### src/qmgp_pkg.sv
// Constants shared by the quad-mode GPIO port block.
package qmgp_pkg;

    // ****************************************************************
    // Register map, byte addresses
    // ****************************************************************
    localparam logic [7:0] GLOBAL_CFG_ADDR = 8'h80;
    localparam logic [4:0] REG_DATA        = 5'h00;
    localparam logic [4:0] REG_LATCH       = 5'h04;
    localparam logic [4:0] REG_MODE_LO     = 5'h08;
    localparam logic [4:0] REG_MODE_HI     = 5'h0c;
    localparam logic [4:0] REG_ITYPE       = 5'h10;
    localparam logic [4:0] REG_SLEW        = 5'h14;
    localparam logic [4:0] REG_BITOP       = 5'h18;

    // ****************************************************************
    // Field positions
    // ****************************************************************
    localparam int CFG_PULLUP_BIT = 7;
    localparam int CFG_RPD_BIT    = 0;
    localparam int CFG_DBG_BIT    = 1;
    localparam int BITOP_IDX_LSB  = 0;
    localparam int BITOP_OP_LSB   = 4;
    localparam int BITOP_CARRY    = 8;

    // Bit operation codes.
    localparam logic [1:0] OP_SET   = 2'h1;
    localparam logic [1:0] OP_CLEAR = 2'h2;
    localparam logic [1:0] OP_MOVE  = 2'h3;

    // ****************************************************************
    // Pin population and reset values, port 3 in the top byte
    // ****************************************************************
    localparam logic [31:0] PIN_MASK       = 32'h0101_ffff;
    localparam logic [31:0] WRITE_MASK     = 32'h0100_ffff;
    localparam logic [31:0] LATCH_RST      = 32'h0100_ffff;
    localparam logic [31:0] MODE_LO_RST    = 32'h0100_ffff;
    localparam logic [31:0] MODE_HI_RST    = 32'h0000_0000;
    localparam logic [31:0] ITYPE_RST      = 32'h0000_0000;
    localparam logic [31:0] SLEW_RST       = 32'h0000_0000;
    localparam logic [31:0] RESET_PIN_BIT  = 32'h0001_0000;
    localparam logic [31:0] DEBUG_PIN_MASK = 32'h0000_c000;

    // ****************************************************************
    // Timing
    // ****************************************************************
    localparam int         DEBUG_HOLD_TICKS = 600;
    localparam logic [9:0] DEBUG_HOLD_CNT   = 10'(DEBUG_HOLD_TICKS);

endpackage

### src/qmgp_port.sv
// Quad-mode GPIO port block with an Avalon-MM register slave.
//
// The implementer's own choices: the address map and the Avalon-MM register port.
`timescale 1ns/1ps

module qmgp_port (
    // Clock and reset
    input  wire logic        i_ref_clk,
    input  wire logic        i_rst,
    // Avalon-MM slave
    input  wire logic [7:0]  i_avs_address,
    input  wire logic        i_avs_read,
    input  wire logic        i_avs_write,
    input  wire logic [31:0] i_avs_writedata,
    input  wire logic [3:0]  i_avs_byteenable,
    output logic [31:0]      o_avs_readdata,
    output logic             o_avs_waitrequest,
    // Boot option and slow oscillator tick
    input  wire logic        i_reset_pin_disable_option,
    input  wire logic        i_low_speed_internal_osc_tick,
    // Pads, bit 8*port+n
    input  wire logic [31:0] i_pin,
    output logic [31:0]      o_pin_o,
    output logic [31:0]      o_pin_oe,
    output logic [31:0]      o_pu_very_weak,
    output logic [31:0]      o_pu_weak,
    output logic [31:0]      o_pu_strong,
    output logic [31:0]      o_pd_strong,
    output logic [31:0]      o_schmitt_sel,
    output logic [31:0]      o_fast_slew,
    output logic             o_reset_pin_pullup
);

    // ****************************************************************
    // Declarations
    // ****************************************************************
    logic [3:0][7:0] latch_q;
    logic [3:0][7:0] latch_prev_q;
    logic [3:0][7:0] mode_lo_q;
    logic [3:0][7:0] mode_hi_q;
    logic [3:0][7:0] itype_q;
    logic [3:0][7:0] slew_q;
    logic [31:0]     pin_s1_q;
    logic [31:0]     pin_s2_q;
    logic [31:0]     strong_tail_q;
    logic            pullup_en_q;
    logic            rpd_q;
    logic [9:0]      dbg_cnt_q;
    logic            ack_q;
    logic [31:0]     rdata_q;

    logic            req;
    logic            wr_go;
    logic            rd_go;
    logic            port_wr;
    logic            wr_latch;
    logic            wr_bitop;
    logic            wr_mode_lo;
    logic            wr_mode_hi;
    logic            wr_itype;
    logic            wr_slew;
    logic            wr_cfg;
    logic            is_global;
    logic [1:0]      sel_port;
    logic [4:0]      sel_reg;
    logic [7:0]      wbyte;
    logic [7:0]      port_wmask;
    logic [7:0]      bitop_byte;
    logic [2:0]      bit_idx;
    logic [1:0]      bit_op;
    logic            dbg_hold;
    logic [31:0]     ml;
    logic [31:0]     mh;
    logic [31:0]     strong_pulse;
    logic [31:0]     latch_flat;
    logic [31:0]     strong_head;
    logic [31:0]     rd_word;

    // ****************************************************************
    // Bus handshake
    // ****************************************************************
    // Every access takes one wait state: the first cycle decodes and
    // registers read data, the second releases waitrequest.
    assign req               = i_avs_read | i_avs_write;
    assign o_avs_waitrequest = req & ~ack_q;
    assign rd_go             = i_avs_read & ~ack_q;
    assign wr_go             = i_avs_write & ack_q & i_avs_byteenable[0];
    assign o_avs_readdata    = rdata_q;

    always_ff @(posedge i_ref_clk) begin
        if (i_rst) begin
            ack_q <= 1'b0;
        end else begin
            ack_q <= req & ~ack_q;
        end
    end

    assign is_global  = (i_avs_address == qmgp_pkg::GLOBAL_CFG_ADDR);
    assign sel_port   = i_avs_address[6:5];
    assign sel_reg    = i_avs_address[4:0];
    assign wbyte      = i_avs_writedata[7:0];
    assign port_wmask = qmgp_pkg::WRITE_MASK[sel_port*8 +: 8];
    assign bit_idx    = i_avs_writedata[qmgp_pkg::BITOP_IDX_LSB +: 3];
    assign bit_op     = i_avs_writedata[qmgp_pkg::BITOP_OP_LSB +: 2];

    // ****************************************************************
    // Register write strobes
    // ****************************************************************
    // Writes land on the edge that ends the second cycle, the same edge at
    // which the master sees waitrequest low, never a cycle earlier.
    assign port_wr    = wr_go & ~i_avs_address[7];
    assign wr_latch   = port_wr & (sel_reg == qmgp_pkg::REG_DATA || sel_reg == qmgp_pkg::REG_LATCH);
    assign wr_bitop   = port_wr & (sel_reg == qmgp_pkg::REG_BITOP);
    assign wr_mode_lo = port_wr & (sel_reg == qmgp_pkg::REG_MODE_LO);
    assign wr_mode_hi = port_wr & (sel_reg == qmgp_pkg::REG_MODE_HI);
    assign wr_itype   = port_wr & (sel_reg == qmgp_pkg::REG_ITYPE);
    assign wr_slew    = port_wr & (sel_reg == qmgp_pkg::REG_SLEW);
    assign wr_cfg     = wr_go & is_global;

    // ****************************************************************
    // Read mux
    // ****************************************************************
    always_comb begin
        rd_word = 32'h0000_0000;
        if (is_global) begin
            rd_word[qmgp_pkg::CFG_PULLUP_BIT] = pullup_en_q;
            rd_word[qmgp_pkg::CFG_RPD_BIT]    = rpd_q;
            rd_word[qmgp_pkg::CFG_DBG_BIT]    = dbg_hold;
        end else if (i_avs_address[7]) begin
            rd_word = 32'h0000_0000;
        end else if (sel_reg == qmgp_pkg::REG_DATA) begin
            // Pins, not the latch; the shared pin reads 0 as reset input.
            rd_word[7:0] = pin_s2_q[sel_port*8 +: 8] & qmgp_pkg::PIN_MASK[sel_port*8 +: 8];
            if (sel_port == 2'd2 && rpd_q) begin
                rd_word[0] = 1'b0;
            end
        end else if (sel_reg == qmgp_pkg::REG_LATCH) begin
            rd_word[7:0] = latch_q[sel_port];
        end else if (sel_reg == qmgp_pkg::REG_MODE_LO) begin
            rd_word[7:0] = mode_lo_q[sel_port];
        end else if (sel_reg == qmgp_pkg::REG_MODE_HI) begin
            rd_word[7:0] = mode_hi_q[sel_port];
        end else if (sel_reg == qmgp_pkg::REG_ITYPE) begin
            rd_word[7:0] = itype_q[sel_port];
        end else if (sel_reg == qmgp_pkg::REG_SLEW) begin
            rd_word[7:0] = slew_q[sel_port];
        end else begin
            rd_word = 32'h0000_0000;
        end
    end

    // Read data are caught on the first edge of the access and then held,
    // so the value already stands when the master samples it.
    always_ff @(posedge i_ref_clk) begin
        if (i_rst) begin
            rdata_q <= 32'h0000_0000;
        end else if (rd_go) begin
            rdata_q <= rd_word;
        end
    end

    // ****************************************************************
    // Output latches
    // ****************************************************************
    // A bit operation reads the whole latch, alters one bit and writes
    // the full byte back, so neighbouring pins keep their latch value
    // even if something outside holds them low.
    always_comb begin
        bitop_byte = latch_q[sel_port];
        if (bit_op == qmgp_pkg::OP_SET) begin
            bitop_byte[bit_idx] = 1'b1;
        end else if (bit_op == qmgp_pkg::OP_CLEAR) begin
            bitop_byte[bit_idx] = 1'b0;
        end else if (bit_op == qmgp_pkg::OP_MOVE) begin
            bitop_byte[bit_idx] = i_avs_writedata[qmgp_pkg::BITOP_CARRY];
        end else begin
            bitop_byte = latch_q[sel_port];
        end
    end

    always_ff @(posedge i_ref_clk) begin
        if (i_rst) begin
            latch_q <= qmgp_pkg::LATCH_RST;
        end else if (wr_latch) begin
            latch_q[sel_port] <= wbyte & port_wmask;
        end else if (wr_bitop) begin
            latch_q[sel_port] <= bitop_byte & port_wmask;
        end
    end

    // Last cycle's latch, kept so that a 0-to-1 step can be seen.
    always_ff @(posedge i_ref_clk) begin
        if (i_rst) begin
            latch_prev_q <= qmgp_pkg::LATCH_RST;
        end else begin
            latch_prev_q <= latch_q;
        end
    end

    // ****************************************************************
    // Mode, input type and slew registers
    // ****************************************************************
    always_ff @(posedge i_ref_clk) begin
        if (i_rst) begin
            mode_lo_q <= qmgp_pkg::MODE_LO_RST;
            mode_hi_q <= qmgp_pkg::MODE_HI_RST;
        end else if (wr_mode_lo) begin
            mode_lo_q[sel_port] <= wbyte & port_wmask;
        end else if (wr_mode_hi) begin
            mode_hi_q[sel_port] <= wbyte & port_wmask;
        end
    end

    always_ff @(posedge i_ref_clk) begin
        if (i_rst) begin
            itype_q <= qmgp_pkg::ITYPE_RST;
            slew_q  <= qmgp_pkg::SLEW_RST;
        end else if (wr_itype) begin
            itype_q[sel_port] <= wbyte & port_wmask;
        end else if (wr_slew) begin
            slew_q[sel_port] <= wbyte & port_wmask;
        end
    end

    // ****************************************************************
    // Shared reset pin settings
    // ****************************************************************
    // The boot option is a strap: it is caught while reset is held so a
    // later change on the input cannot alter the pin's role.
    always_ff @(posedge i_ref_clk) begin
        if (i_rst) begin
            rpd_q <= i_reset_pin_disable_option;
        end
    end

    always_ff @(posedge i_ref_clk) begin
        if (i_rst) begin
            pullup_en_q <= 1'b0;
        end else if (wr_cfg) begin
            pullup_en_q <= wbyte[qmgp_pkg::CFG_PULLUP_BIT];
        end
    end

    assign o_reset_pin_pullup = rpd_q | pullup_en_q;

    // ****************************************************************
    // Debug pin hold after reset
    // ****************************************************************
    // The hold counts slow-oscillator ticks, not clock cycles, so its
    // length does not depend on the CPU clock rate.
    always_ff @(posedge i_ref_clk) begin
        if (i_rst) begin
            dbg_cnt_q <= 10'h000;
        end else if (dbg_hold && i_low_speed_internal_osc_tick) begin
            dbg_cnt_q <= dbg_cnt_q + 10'h001;
        end
    end

    assign dbg_hold = (dbg_cnt_q != qmgp_pkg::DEBUG_HOLD_CNT);

    // ****************************************************************
    // Pin synchronizer
    // ****************************************************************
    // Pads change with no regard to the clock; only the second flop is
    // read, so the first has a full cycle to settle.
    always_ff @(posedge i_ref_clk) begin
        if (i_rst) begin
            pin_s1_q <= 32'h0000_0000;
            pin_s2_q <= 32'h0000_0000;
        end else begin
            pin_s1_q <= i_pin;
            pin_s2_q <= pin_s1_q;
        end
    end

    // ****************************************************************
    // Mode decode
    // ****************************************************************
    // The debug pins are forced to quasi while the hold runs, and the
    // shared reset pin is always input-only whatever software writes.
    always_comb begin
        ml = mode_lo_q;
        mh = mode_hi_q;
        if (dbg_hold) begin
            ml = ml & ~qmgp_pkg::DEBUG_PIN_MASK;
            mh = mh & ~qmgp_pkg::DEBUG_PIN_MASK;
        end
        ml = ml | qmgp_pkg::RESET_PIN_BIT;
        mh = mh & ~qmgp_pkg::RESET_PIN_BIT;
    end

    assign latch_flat = dbg_hold ? (latch_q | qmgp_pkg::DEBUG_PIN_MASK) : latch_q;

    // ****************************************************************
    // Strong pull-up pulse
    // ****************************************************************
    // The strong pull-up pulse covers the cycle the latch rises and the
    // one after it: exactly two clocks, then weak pulls hold the pin.
    assign strong_head = latch_q & ~latch_prev_q;

    always_ff @(posedge i_ref_clk) begin
        if (i_rst) begin
            strong_tail_q <= 32'h0000_0000;
        end else begin
            strong_tail_q <= strong_head;
        end
    end

    // The pulse is cut short if software clears the latch inside it, so
    // the strong pull-up never fights the pull-down on the same pin.
    assign strong_pulse = (strong_head | strong_tail_q) & latch_flat;

    // ****************************************************************
    // Pad drivers
    // ****************************************************************
    // Each pin's two mode bits select one driver set; unpopulated and
    // input-only pins leave every driver off.
    always_comb begin
        o_pu_very_weak = 32'h0000_0000;
        o_pu_weak      = 32'h0000_0000;
        o_pu_strong    = 32'h0000_0000;
        o_pd_strong    = 32'h0000_0000;
        for (int n = 0; n < 32; n++) begin
            if (qmgp_pkg::PIN_MASK[n]) begin
                case ({ml[n], mh[n]})
                    2'b00: begin
                        o_pu_very_weak[n] = latch_flat[n];
                        o_pu_weak[n]      = pin_s2_q[n];
                        o_pu_strong[n]    = strong_pulse[n];
                        o_pd_strong[n]    = ~latch_flat[n];
                    end
                    2'b01: begin
                        o_pu_strong[n] = latch_flat[n];
                        o_pd_strong[n] = ~latch_flat[n];
                    end
                    2'b11: begin
                        o_pd_strong[n] = ~latch_flat[n];
                    end
                    2'b10: begin
                        o_pd_strong[n] = 1'b0;
                    end
                    default: begin
                        o_pd_strong[n] = 1'b0;
                    end
                endcase
            end
        end
    end

    assign o_pin_o        = o_pu_strong;
    assign o_pin_oe       = o_pu_strong | o_pd_strong;
    assign o_schmitt_sel  = (itype_q & qmgp_pkg::PIN_MASK) | qmgp_pkg::RESET_PIN_BIT;
    assign o_fast_slew    = slew_q & qmgp_pkg::PIN_MASK;

endmodule

### config.mk
export PLATFORM = sky130hd
export DESIGN_NAME = qmgp_port
export DESIGN_NICKNAME = d
export VERILOG_FILES = /design/src/qmgp_pkg.sv /design/src/qmgp_port.sv
export SDC_FILE = /design/constraint.sdc
export NUM_CORES = 1
export LEC_CHECK = 0
export BUFFER_PORTS_ARGS = -buffer_cell sky130_fd_sc_hd__clkbuf_2
export CAP_MARGIN = 10
export CORE_ASPECT_RATIO = 0.75
export CORE_MARGIN = 1
export CORE_UTILIZATION = 47
export DETAILED_ROUTE_END_ITERATION = 10
export PLACE_DENSITY = 0.74
export SYNTH_ARGS = -nofsm -noshare
export SYNTH_HDL_FRONTEND = slang
export SYNTH_SLANG_ARGS = --single-unit
### constraint.sdc
create_clock -name i_ref_clk -period 2.1 [get_ports i_ref_clk]
set_input_delay 0.42 -clock i_ref_clk [delete_from_list [all_inputs] [get_ports i_ref_clk]]
set_output_delay 0.42 -clock i_ref_clk [all_outputs]
set_load 0.01 [all_outputs]
==> run metrics, run 1 <==
Final ANT Viol Nets 0; max-slew violations 0; Pre-antenna DRT Iters 5; synth-to-layout area growth 16.70%; outcome finished with violations; Yosys warnings 0; Hold Worst Slack 0.06734 ns; CP Capture Type output pin; Die Ht 140.3 um; DP Worst Slack -0.2311 ns; chip width 186.4 um; NumNets Final 1548; hold depth 1; Netlist Area Pre-Place 0.01199 sq mm; clock sink total 251; Synth Instances 1267; Starting Density 47.90%; power per cell area 701.4 mW/mm^2; CTS tree done; DPL Wire Length 25390 um; CP Class reg2out; ys flop type dfxtp_1; Setup WS post-layout -0.7521 ns; final setup vio count 12; Yosys top cell by area dfxtp_1; sequential-to-total area share from yosys stat 42.00%; Cell Rows 50; Hold Path End rpd_q; count of cell types in the netlist 61; Final Hold Fails 0; layout cells sized above 1 31.62%; vias in the first global route 8421; Worst Skew 0.01528 ns; placed insts 1771; Syn Area/Cell 9.462 sq um; worst vdd ir 632.3 uV; Max Cap Viol 0; failing checks negative setup slack; CTS root buf clkbuf_16; fin crit share 135.8%; global placement routability congestion 0.9547; Worst Setup Start Kind flop; area fraction of the dominant cell type after synthesis 41.75%; crit-path max FO 6; total track usage 24.89%; CORE AREA 0.02502 sq mm; htree depth 1; Peak Freq 350.6 MHz; wirelength, routed 33460 um; Boundary Pins 372; PnR Total Power 9.812 mW; later-pin clock latency in the skew report 0.53 ns; Post-synth EDFFs 1; initial antenna violation count 0; initial drt markers 1025; crit path time final 2.852 ns; Worst slew margin 49.80%; Clock Pin Slew Worst Setup and Hold Paths 0.06 ns; Synth area leaders dfxtp_1 (42%), buf_4 (12%), mux4_2 (7.7%); # hold bufs at CTS 0; global-route wire length before repair 50550 um; hold path start i_reset_pin_disable_option; fillers 2180; asr flop ratio synth 0%; IO Port Bufs 188; via count 9541; gr ovfl total 0; post-route DRC violation count 0; pin count of the biggest net entering global routing 75; CP required 1.68 ns; CP arrival 2.43 ns; setup TNS after final layout -8.106 ns; commonest cells after routing, fill and taps aside dfxtp_1 (227), clkbuf_2 (182), conb_1 (143), nand2_1 (101), buf_4 (86); reg2reg end o_avs_readdata[1]; Worst Reg-to-Reg Cells 6; vias per cell 5.248; RSZ-0062 raised after global routing yes; Clock Tree Buf Depth 3; Seq cells post-synth 251; Leakage 5.982 nW; R2R Setup Slk 0.05 ns; Avg WL per Cell 18.41 um; ANT cells 0; leading cell type in the layout, fill and taps excluded dfxtp_1; Die ar. 0.02616 sq mm; Num CTS Buffers 25; Worst R2R Start dbg_cnt_q[8]; slew of the pin with the lowest slew margin 0.7530 ns; Non-Filler Instances 1818; Hold Path Class in2reg
-- synth_stat cells, drive strengths merged, types with 4 or more instances --
cell type and n:
dfxtp 250, or2 36, and2 80, nand2 103
nor3 13, xor2 4, a211oi 4, buf 215
nor2 49, inv 25, nand4 6, nand2b 9
and3 5, mux2i 44, clkbuf 39, nand3 53
a31oi 6, o211ai 20, a21oi 78, a221oi 4
o21ai 24, nor2b 44, mux4 41, a22oi 5
nor3b 66
-- critical path: stages, from the launching register on --
cell	delay, ns
dfxtp_2	0.32
or4b_4	0.53
or4_4	0.48
a21oi_2	0.15
a211oi_2	0.07
or2_1	0.23
clkbuf_2	0.13
-- where the power goes --
part / internal, mW / leakage (nW) / total [mW] / switching, mW
sequential: 4.81 / 2.04 / 4.84 / 0.0316
clock: 2.40 / 0.387 / 4.28 / 1.88
combinational: 0.228 / 3.56 / 0.694 / 0.465
-- per-layer routing --
metal	GRT usage, %	wire length, um	share of wire, %
met1	38.08	15240	46
met2	35.04	13790	41
met3	5.988	3765	11
met4	5.046	672	2.0
met5	0	0	0
-- kinds of logic after synthesis --
logic type / synth area share (%)
adder cells (fa/ha/maj): 0.2087
flip-flops: 42.00
other: 0.06265
buffers and inverters: 15.09
AO/OA/AOI/OAI: 8.110
multiplexers: 11.47
XOR/XNOR: 0.4384
AND/OR/NAND/NOR: 22.62
-- flip-flops by register name, indices dropped and copies added (netlist names) --
register,cells
o_fast_slew,18
slew_q,14
strong_tail_q,17
mode_hi_q,32
dbg_cnt_q,10
latch_prev_q,17
o_schmitt_sel,17
itype_q,15
pin_s1_q,18
pullup_en_q,1
pin_s2_q,18
mode_lo_q,32
rpd_q,1
latch_q,32
ack_q,1
o_avs_readdata,8
-- timing repair --
action	in CTS	in global routing
setup buffers	1	3
gates cloned	0	0
setup endpoints to repair	26	28
pin swaps	4	8
resized for setup	23	37
-- worst max path at each step --
stage | from | slack (ns) | depth (start not counted) | endpoint
2_1_floorplan | dbg_cnt_q[8] | -0.20 | 6 | o_pin_oe[14]
3_3_place_gp | dbg_cnt_q[8] | -0.21 | 7 | o_pin_o[14]
3_5_place_dp | dbg_cnt_q[8] | -0.23 | 7 | o_pin_o[14]
4_1_cts | dbg_cnt_q[8] | -0.77 | 7 | o_pin_o[14]
5_1_grt | dbg_cnt_q[8] | -0.83 | 7 | o_pu_strong[14]
6_report | dbg_cnt_q[8] | -0.75 | 6 | o_pin_oe[14]
-- stage by stage --
stage / instance area, sq um / util [%]
after floorplan: 12540 / -
after global routing: 13990 / 55.91
after CTS: 13860 / 55.40
after detailed placement: 13000 / 51.93
final: 13990 / 55.91
after global placement: 13000 / 51.93
-- cell type report --
class | count | area (sq um) | area share (%)
Sequential cell | 251 | 5066 | 36.21
Inverter | 26 | 97.59 | 0.6976
Timing Repair Buffer | 283 | 1798 | 12.85
Clock buffer | 34 | 720.7 | 5.152
Clock inverter | 9 | 55.05 | 0.3935
Tap cell | 338 | 422.9 | 3.023
Multi-Input combinational cell | 877 | 5829 | 41.67
No activity file was read; power rests on OpenSTA's default activity.
==> run 2: changes to the inputs <==
--- a/config.mk
+++ b/config.mk
@@ -5,7 +5,7 @@
 export SDC_FILE = /design/constraint.sdc
 export NUM_CORES = 1
 export LEC_CHECK = 0
-export BUFFER_PORTS_ARGS = -buffer_cell sky130_fd_sc_hd__clkbuf_2
+export BUFFER_PORTS_ARGS = -buffer_cell sky130_fd_sc_hd__buf_2
 export CAP_MARGIN = 10
 export CORE_ASPECT_RATIO = 0.75
 export CORE_MARGIN = 1
@@ -15,3 +15,4 @@
 export SYNTH_ARGS = -nofsm -noshare
 export SYNTH_HDL_FRONTEND = slang
 export SYNTH_SLANG_ARGS = --single-unit
+export TNS_END_PERCENT = 10
==> run 2 against run 1 <==
- the run still ends with negative setup slack left
- largest cell class unchanged
- core utilization is 0.30 points higher
- cell count unchanged
- sequential share of layout area is 0.17 points lower
- maximum frequency down 0.87%
==> run metrics, run 2 (synthesized netlist as in run 1, its figures left out) <==
Final ANT Viol Nets 0; vias per cell 5.205; CP arrival 2.46 ns; failing checks negative setup slack; Max Cap Viol 0; worst vdd ir 691.5 uV; chip width 186.4 um; initial antenna violation count 1; power per cell area 703.2 mW/mm^2; routed wl met2 14340 um; final setup vio count 12; Worst Skew 0.01272 ns; CTS root buf clkbuf_16; DP Worst Slack -0.2135 ns; Clock Pin Slew Worst Setup and Hold Paths 0.06 ns; DPL Wire Length 26040 um; Die ar. 0.02616 sq mm; hold depth 1; dpl cell area 0.01307 sq mm; post-route DRC violation count 0; htree depth 1; largest registers latch_q: 32 flops, mode_hi_q: 32 flops, mode_lo_q: 32 flops; Boundary Pins 372; fillers 2167; global-route wire length before repair 50730 um; IO Port Bufs 188; Pre-antenna DRT Iters 6; layout cells sized above 1 31.33%; Die Ht 140.3 um; Avg WL per Cell 18.80 um; Starting Density 47.90%; Worst Setup Start Kind flop; final non-filler cell area 0.01407 sq mm; gr ovfl total 0; Worst slew margin 46.60%; pin count of the biggest net entering global routing 62; Hold Worst Slack 0.06291 ns; RSZ-0062 raised after global routing yes; crit-path max FO 4; synth-to-layout area growth 17.34%; vias in the first global route 8501; commonest cells after routing, fill and taps aside dfxtp_1 (226), buf_2 (182), conb_1 (143), nand2_1 (101), and2_1 (80); crit path time final 2.877 ns; Final Hold Fails 0; WL met3 4061 um; NumNets Final 1545; Clock Tree Buf Depth 3; global placement routability congestion 0.9217; Worst Reg-to-Reg Cells 6; outcome finished with violations; Setup WS post-layout -0.7772 ns; # hold bufs at CTS 0; fin crit share 137.0%; slew of the pin with the lowest slew margin 0.7973 ns; PnR Total Power 9.891 mW; clock sink total 251; setup TNS after final layout -7.752 ns; met1 WL 15240 um; CORE AREA 0.02502 sq mm; leading cell type in the layout, fill and taps excluded dfxtp_1; max-slew violations 0; Num CTS Buffers 25; Peak Freq 347.6 MHz; wirelength, routed 34180 um; CP Capture Type output pin; Leakage 6.138 nW; initial drt markers 714; Cell Rows 50; CP Class reg2out; total track usage 25.30%; later-pin clock latency in the skew report 0.54 ns; CP required 1.68 ns; Hold Path Class in2reg; via count 9462; CTS tree done; highest metal used met4
-- run 2: cell types whose count changed in the layout (fill, tap and decap cells not counted), moves of 3 or more --
cell	before	now
clkbuf_2	182	0
clkbuf_1	4	7
buf_4	86	79
buf_2	1	182
buf_12	9	15
-- run 2: what timing repair did --
item	in CTS	in global routing
setup endpoints to repair	27	36
resized for setup	20	37
buffers inserted	0	1
pin swaps	4	9
-- run 2: metrics by stage --
stage | util (%) | instances
6_report | 56.21 | 1818
5_1_grt | 56.19 | 1816
4_1_cts | 55.71 | 1815
3_5_place_dp | 52.24 | 1771
3_3_place_gp | 52.24 | 1771
2_1_floorplan | - | 1408
-- run 2: final cells by class --
type	count	area, sq um	area share (%)
Multi-Input combinational cell	877	5832	41.46
Sequential cell	251	5070	36.04
Timing Repair Buffer	280	1849	13.15
Clock buffer	35	693.2	4.928
Tap cell	338	422.9	3.007
Inverter	26	97.59	0.6938
Clock inverter	9	96.34	0.6849
Antenna cell	2	5.005	0.03558
-- run 2: final timing paths --
path	to	slack (ns)	startpoint
min	rpd_q	0.06	i_reset_pin_disable_option
max reg2reg	o_avs_readdata[1]	0	dbg_cnt_q[8]
min reg2reg	strong_tail_q[14]	0.41	latch_prev_q[14]
max	o_pin_oe[15]	-0.78	dbg_cnt_q[8]
-- run 2: critical path: stages (launching register included) --
cell and delay [ns]:
dfxtp_2 0.32, or4b_4 0.55, or4_4 0.49, a21oi_2 0.17
a211oi_2 0.06, or2_1 0.22, buf_2 0.13
-- run 2: power by group --
group,internal [mW],switching (mW)
combinational,0.238,0.475
clock,2.45,1.89
sequential,4.81,0.0305
total,7.49,2.40
-- run 2: per-layer routing --
| layer | vias to the layer above | track usage (%) |
|---|---|---|
| met1 | 4510 | 36.15 |
| li1 | 4413 | - |
| met2 | 491 | 36.92 |
| met4 | 0 | 4.306 |
| met5 | - | 0 |
| met3 | 48 | 8.920 |
==> run 3: changes to the inputs <==
--- a/config.mk
+++ b/config.mk
@@ -8,10 +8,9 @@
 export BUFFER_PORTS_ARGS = -buffer_cell sky130_fd_sc_hd__buf_2
 export CAP_MARGIN = 10
 export CORE_ASPECT_RATIO = 0.75
-export CORE_MARGIN = 1
-export CORE_UTILIZATION = 47
+export CORE_UTILIZATION = 56
 export DETAILED_ROUTE_END_ITERATION = 10
-export PLACE_DENSITY = 0.74
+export PLACE_DENSITY = 0.83
 export SYNTH_ARGS = -nofsm -noshare
 export SYNTH_HDL_FRONTEND = slang
 export SYNTH_SLANG_ARGS = --single-unit
==> constraint.sdc (replaced) <==
create_clock -name i_ref_clk -period 3.4 [get_ports i_ref_clk]
set_input_delay 0.68 -clock i_ref_clk [delete_from_list [all_inputs] [get_ports i_ref_clk]]
set_output_delay 0.68 -clock i_ref_clk [all_outputs]
set_load 0.01 [all_outputs]
==> run 3 against run 2 <==
- the flow now finishes without violations
- register-to-register slack improved by 1.2 ns
- critical path depth unchanged
- cell count decreased by 6.9%
- power decreased by 38%
- flip-flop and latch count unchanged
- clock skew increased by 0.0021 ns
- hold slack improved by 0.28 ns
- wire length decreased by 7.8%
- sequential share of layout area increased by 2.3 points
- critical endpoint unchanged
- largest power group unchanged
==> run metrics, run 3 (synthesized netlist as in run 1, its figures left out) <==
outcome completed; CP Capture Type output pin; placed insts 1648; dpl cell area 0.01230 sq mm; worst setup path endpoint o_pin_oe[15]; chip width 170.9 um; synth-to-layout area growth 9.467%; slew of the pin with the lowest slew margin 0.9912 ns; Leakage 5.686 nW; sw frac 23.30%; DPL Wire Length 23230 um; largest registers latch_q: 32 flops, mode_hi_q: 32 flops, mode_lo_q: 32 flops; commonest cells after routing, fill and taps aside dfxtp_1 (250), buf_2 (186), conb_1 (143), nand2_1 (103), and2_1 (80); final setup vio count 0; initial antenna violation count 1; Final Hold Fails 0; layout cells sized above 1 24.68%; NumNets Final 1476; Non-Filler Instances 1692; R2R Setup Slk 1.18 ns; crit path from dbg_cnt_q[5]; CP required 2.72 ns; Num CTS Buffers 24; Boundary Pins 372; later-pin clock latency in the skew report 0.52 ns; vias per cell 5.429; register area 0.005035 sq mm; Slowest Stage Delay on Critical Path 0.56 ns; Avg WL per Cell 18.62 um; Clock Pin Slew Worst Setup and Hold Paths 0.06 ns; crit-path max FO 9; ANT cells 0; global placement routability congestion 0.9512; reg2reg end latch_q[1]; Max Cap Viol 0; global-route wire length before repair 46690 um; CP Class reg2out; CP arrival 2.58 ns; Setup Buffers After CTS 0; crit path cell chain or4b_4 > or4_4 > a21oi_2 > a211oi_1 > or2_1 > buf_2; CTS root buf clkbuf_16; fin crit share 95.82%; crit path time final 3.258 ns; setup TNS after final layout 0 ns; Worst Setup Start Kind flop; Peak Freq 306.9 MHz; post-route DRC violation count 0; htree depth 1; RSZ-0062 raised after global routing no; max-slew violations 0; Worst R2R Start ack_q; Hold Path Class in2reg; Comb pwr share 6.3%; PostCTS Resize Cnt 0; Die Ht 128.7 um; register share of total power 49.1%; Pre-antenna DRT Iters 8; P_sw 1.418 mW; vias in the first global route 8182; gr ovfl total 0; Final ANT Viol Nets 0; Die ar. 0.02200 sq mm; leading cell type in the layout, fill and taps excluded dfxtp_1; Worst slew margin 33.79%; CP max stage cell or4b_4; IO Port Bufs 188; Clock power frac 44.6%; via count 9186; total track usage 28.06%; Hold Worst Slack 0.3406 ns; Clock Tree Buf Depth 3; fillers 1693; clock sink total 251; Starting Density 58.17%; power per cell area 463.9 mW/mm^2; Worst Skew 0.01478 ns; CTS tree done; area of the multi-input gates 0.005678 sq mm; pin count of the biggest net entering global routing 73; # hold bufs at CTS 0; internal power 4.670 mW; wirelength, routed 31510 um; Worst Reg-to-Reg Cells 6; final non-filler cell area 0.01312 sq mm; initial drt markers 979; worst vdd ir 293.6 uV; CORE AREA 0.02061 sq mm; Cell Rows 45; fin util 63.68%
[run 3: cell types whose count changed in the layout (fill, tap and decap cells not counted), sizes merged]
cell      delta
inv          -1
diode        -2
clkinvlp     -1
clkinv       +3
buf         -68
clkbuf       -1
[run 3: stage by stage]
stage	power [mW]	worst slack (ns)
after floorplan	3.427	0.6902
after global placement	3.420	0.6320
after detailed placement	3.426	0.5957
after CTS	6.101	0.06342
after global routing	6.260	0.004586
final	6.088	0.1420
[run 3: worst max-delay path, delay by kind of cell (launching register included)]
kind,cells,cell delay (ns)
AOI/OAI and AO/OA,2,0.26
buffers and inverters,1,0.13
DFF,1,0.34
and+or+nand+nor,3,1.33
[run 3: layer usage]
metal,share of wire (%),vias to the layer above,track usage [%],routed length (um)
met5,0.041,-,0,13
met4,2.5,2,8.088,795
met3,12,68,7.690,3847
met2,43,526,41.30,13440
met1,43,4327,40.31,13420
li1,-,4263,-,-
[run 3: cell type report]
type                            count  share of cell area (%)
Tap cell                          282                   2.689
Clock inverter                     10                  0.6198
Clock buffer                       34                   5.635
Inverter                           26                  0.7437
Timing Repair Buffer              212                   8.677
Sequential cell                   251                   38.37
Multi-Input combinational cell    877                   43.27
[run 3: worst min-delay path by stage]
stage	start	to	cells past startpoint	slack, ns
5_1_grt	i_reset_pin_disable_option	rpd_q	1	0.33
2_1_floorplan	latch_prev_q[14]	strong_tail_q[14]	1	0.39
3_5_place_dp	latch_prev_q[15]	strong_tail_q[15]	1	0.40
4_1_cts	i_reset_pin_disable_option	rpd_q	1	0.33
6_report	i_reset_pin_disable_option	rpd_q	1	0.34
3_3_place_gp	latch_prev_q[4]	strong_tail_q[4]	1	0.39
[run 3: power by group through the flow]
stage / clock network, mW / logic, mW / registers, mW
after floorplan: 0 / 0.381 / 3.05
after CTS: 2.74 / 0.372 / 2.99
after detailed placement: 0 / 0.371 / 3.05
after global placement: 0 / 0.366 / 3.05
final: 2.72 / 0.383 / 2.99
after global routing: 2.86 / 0.414 / 2.99
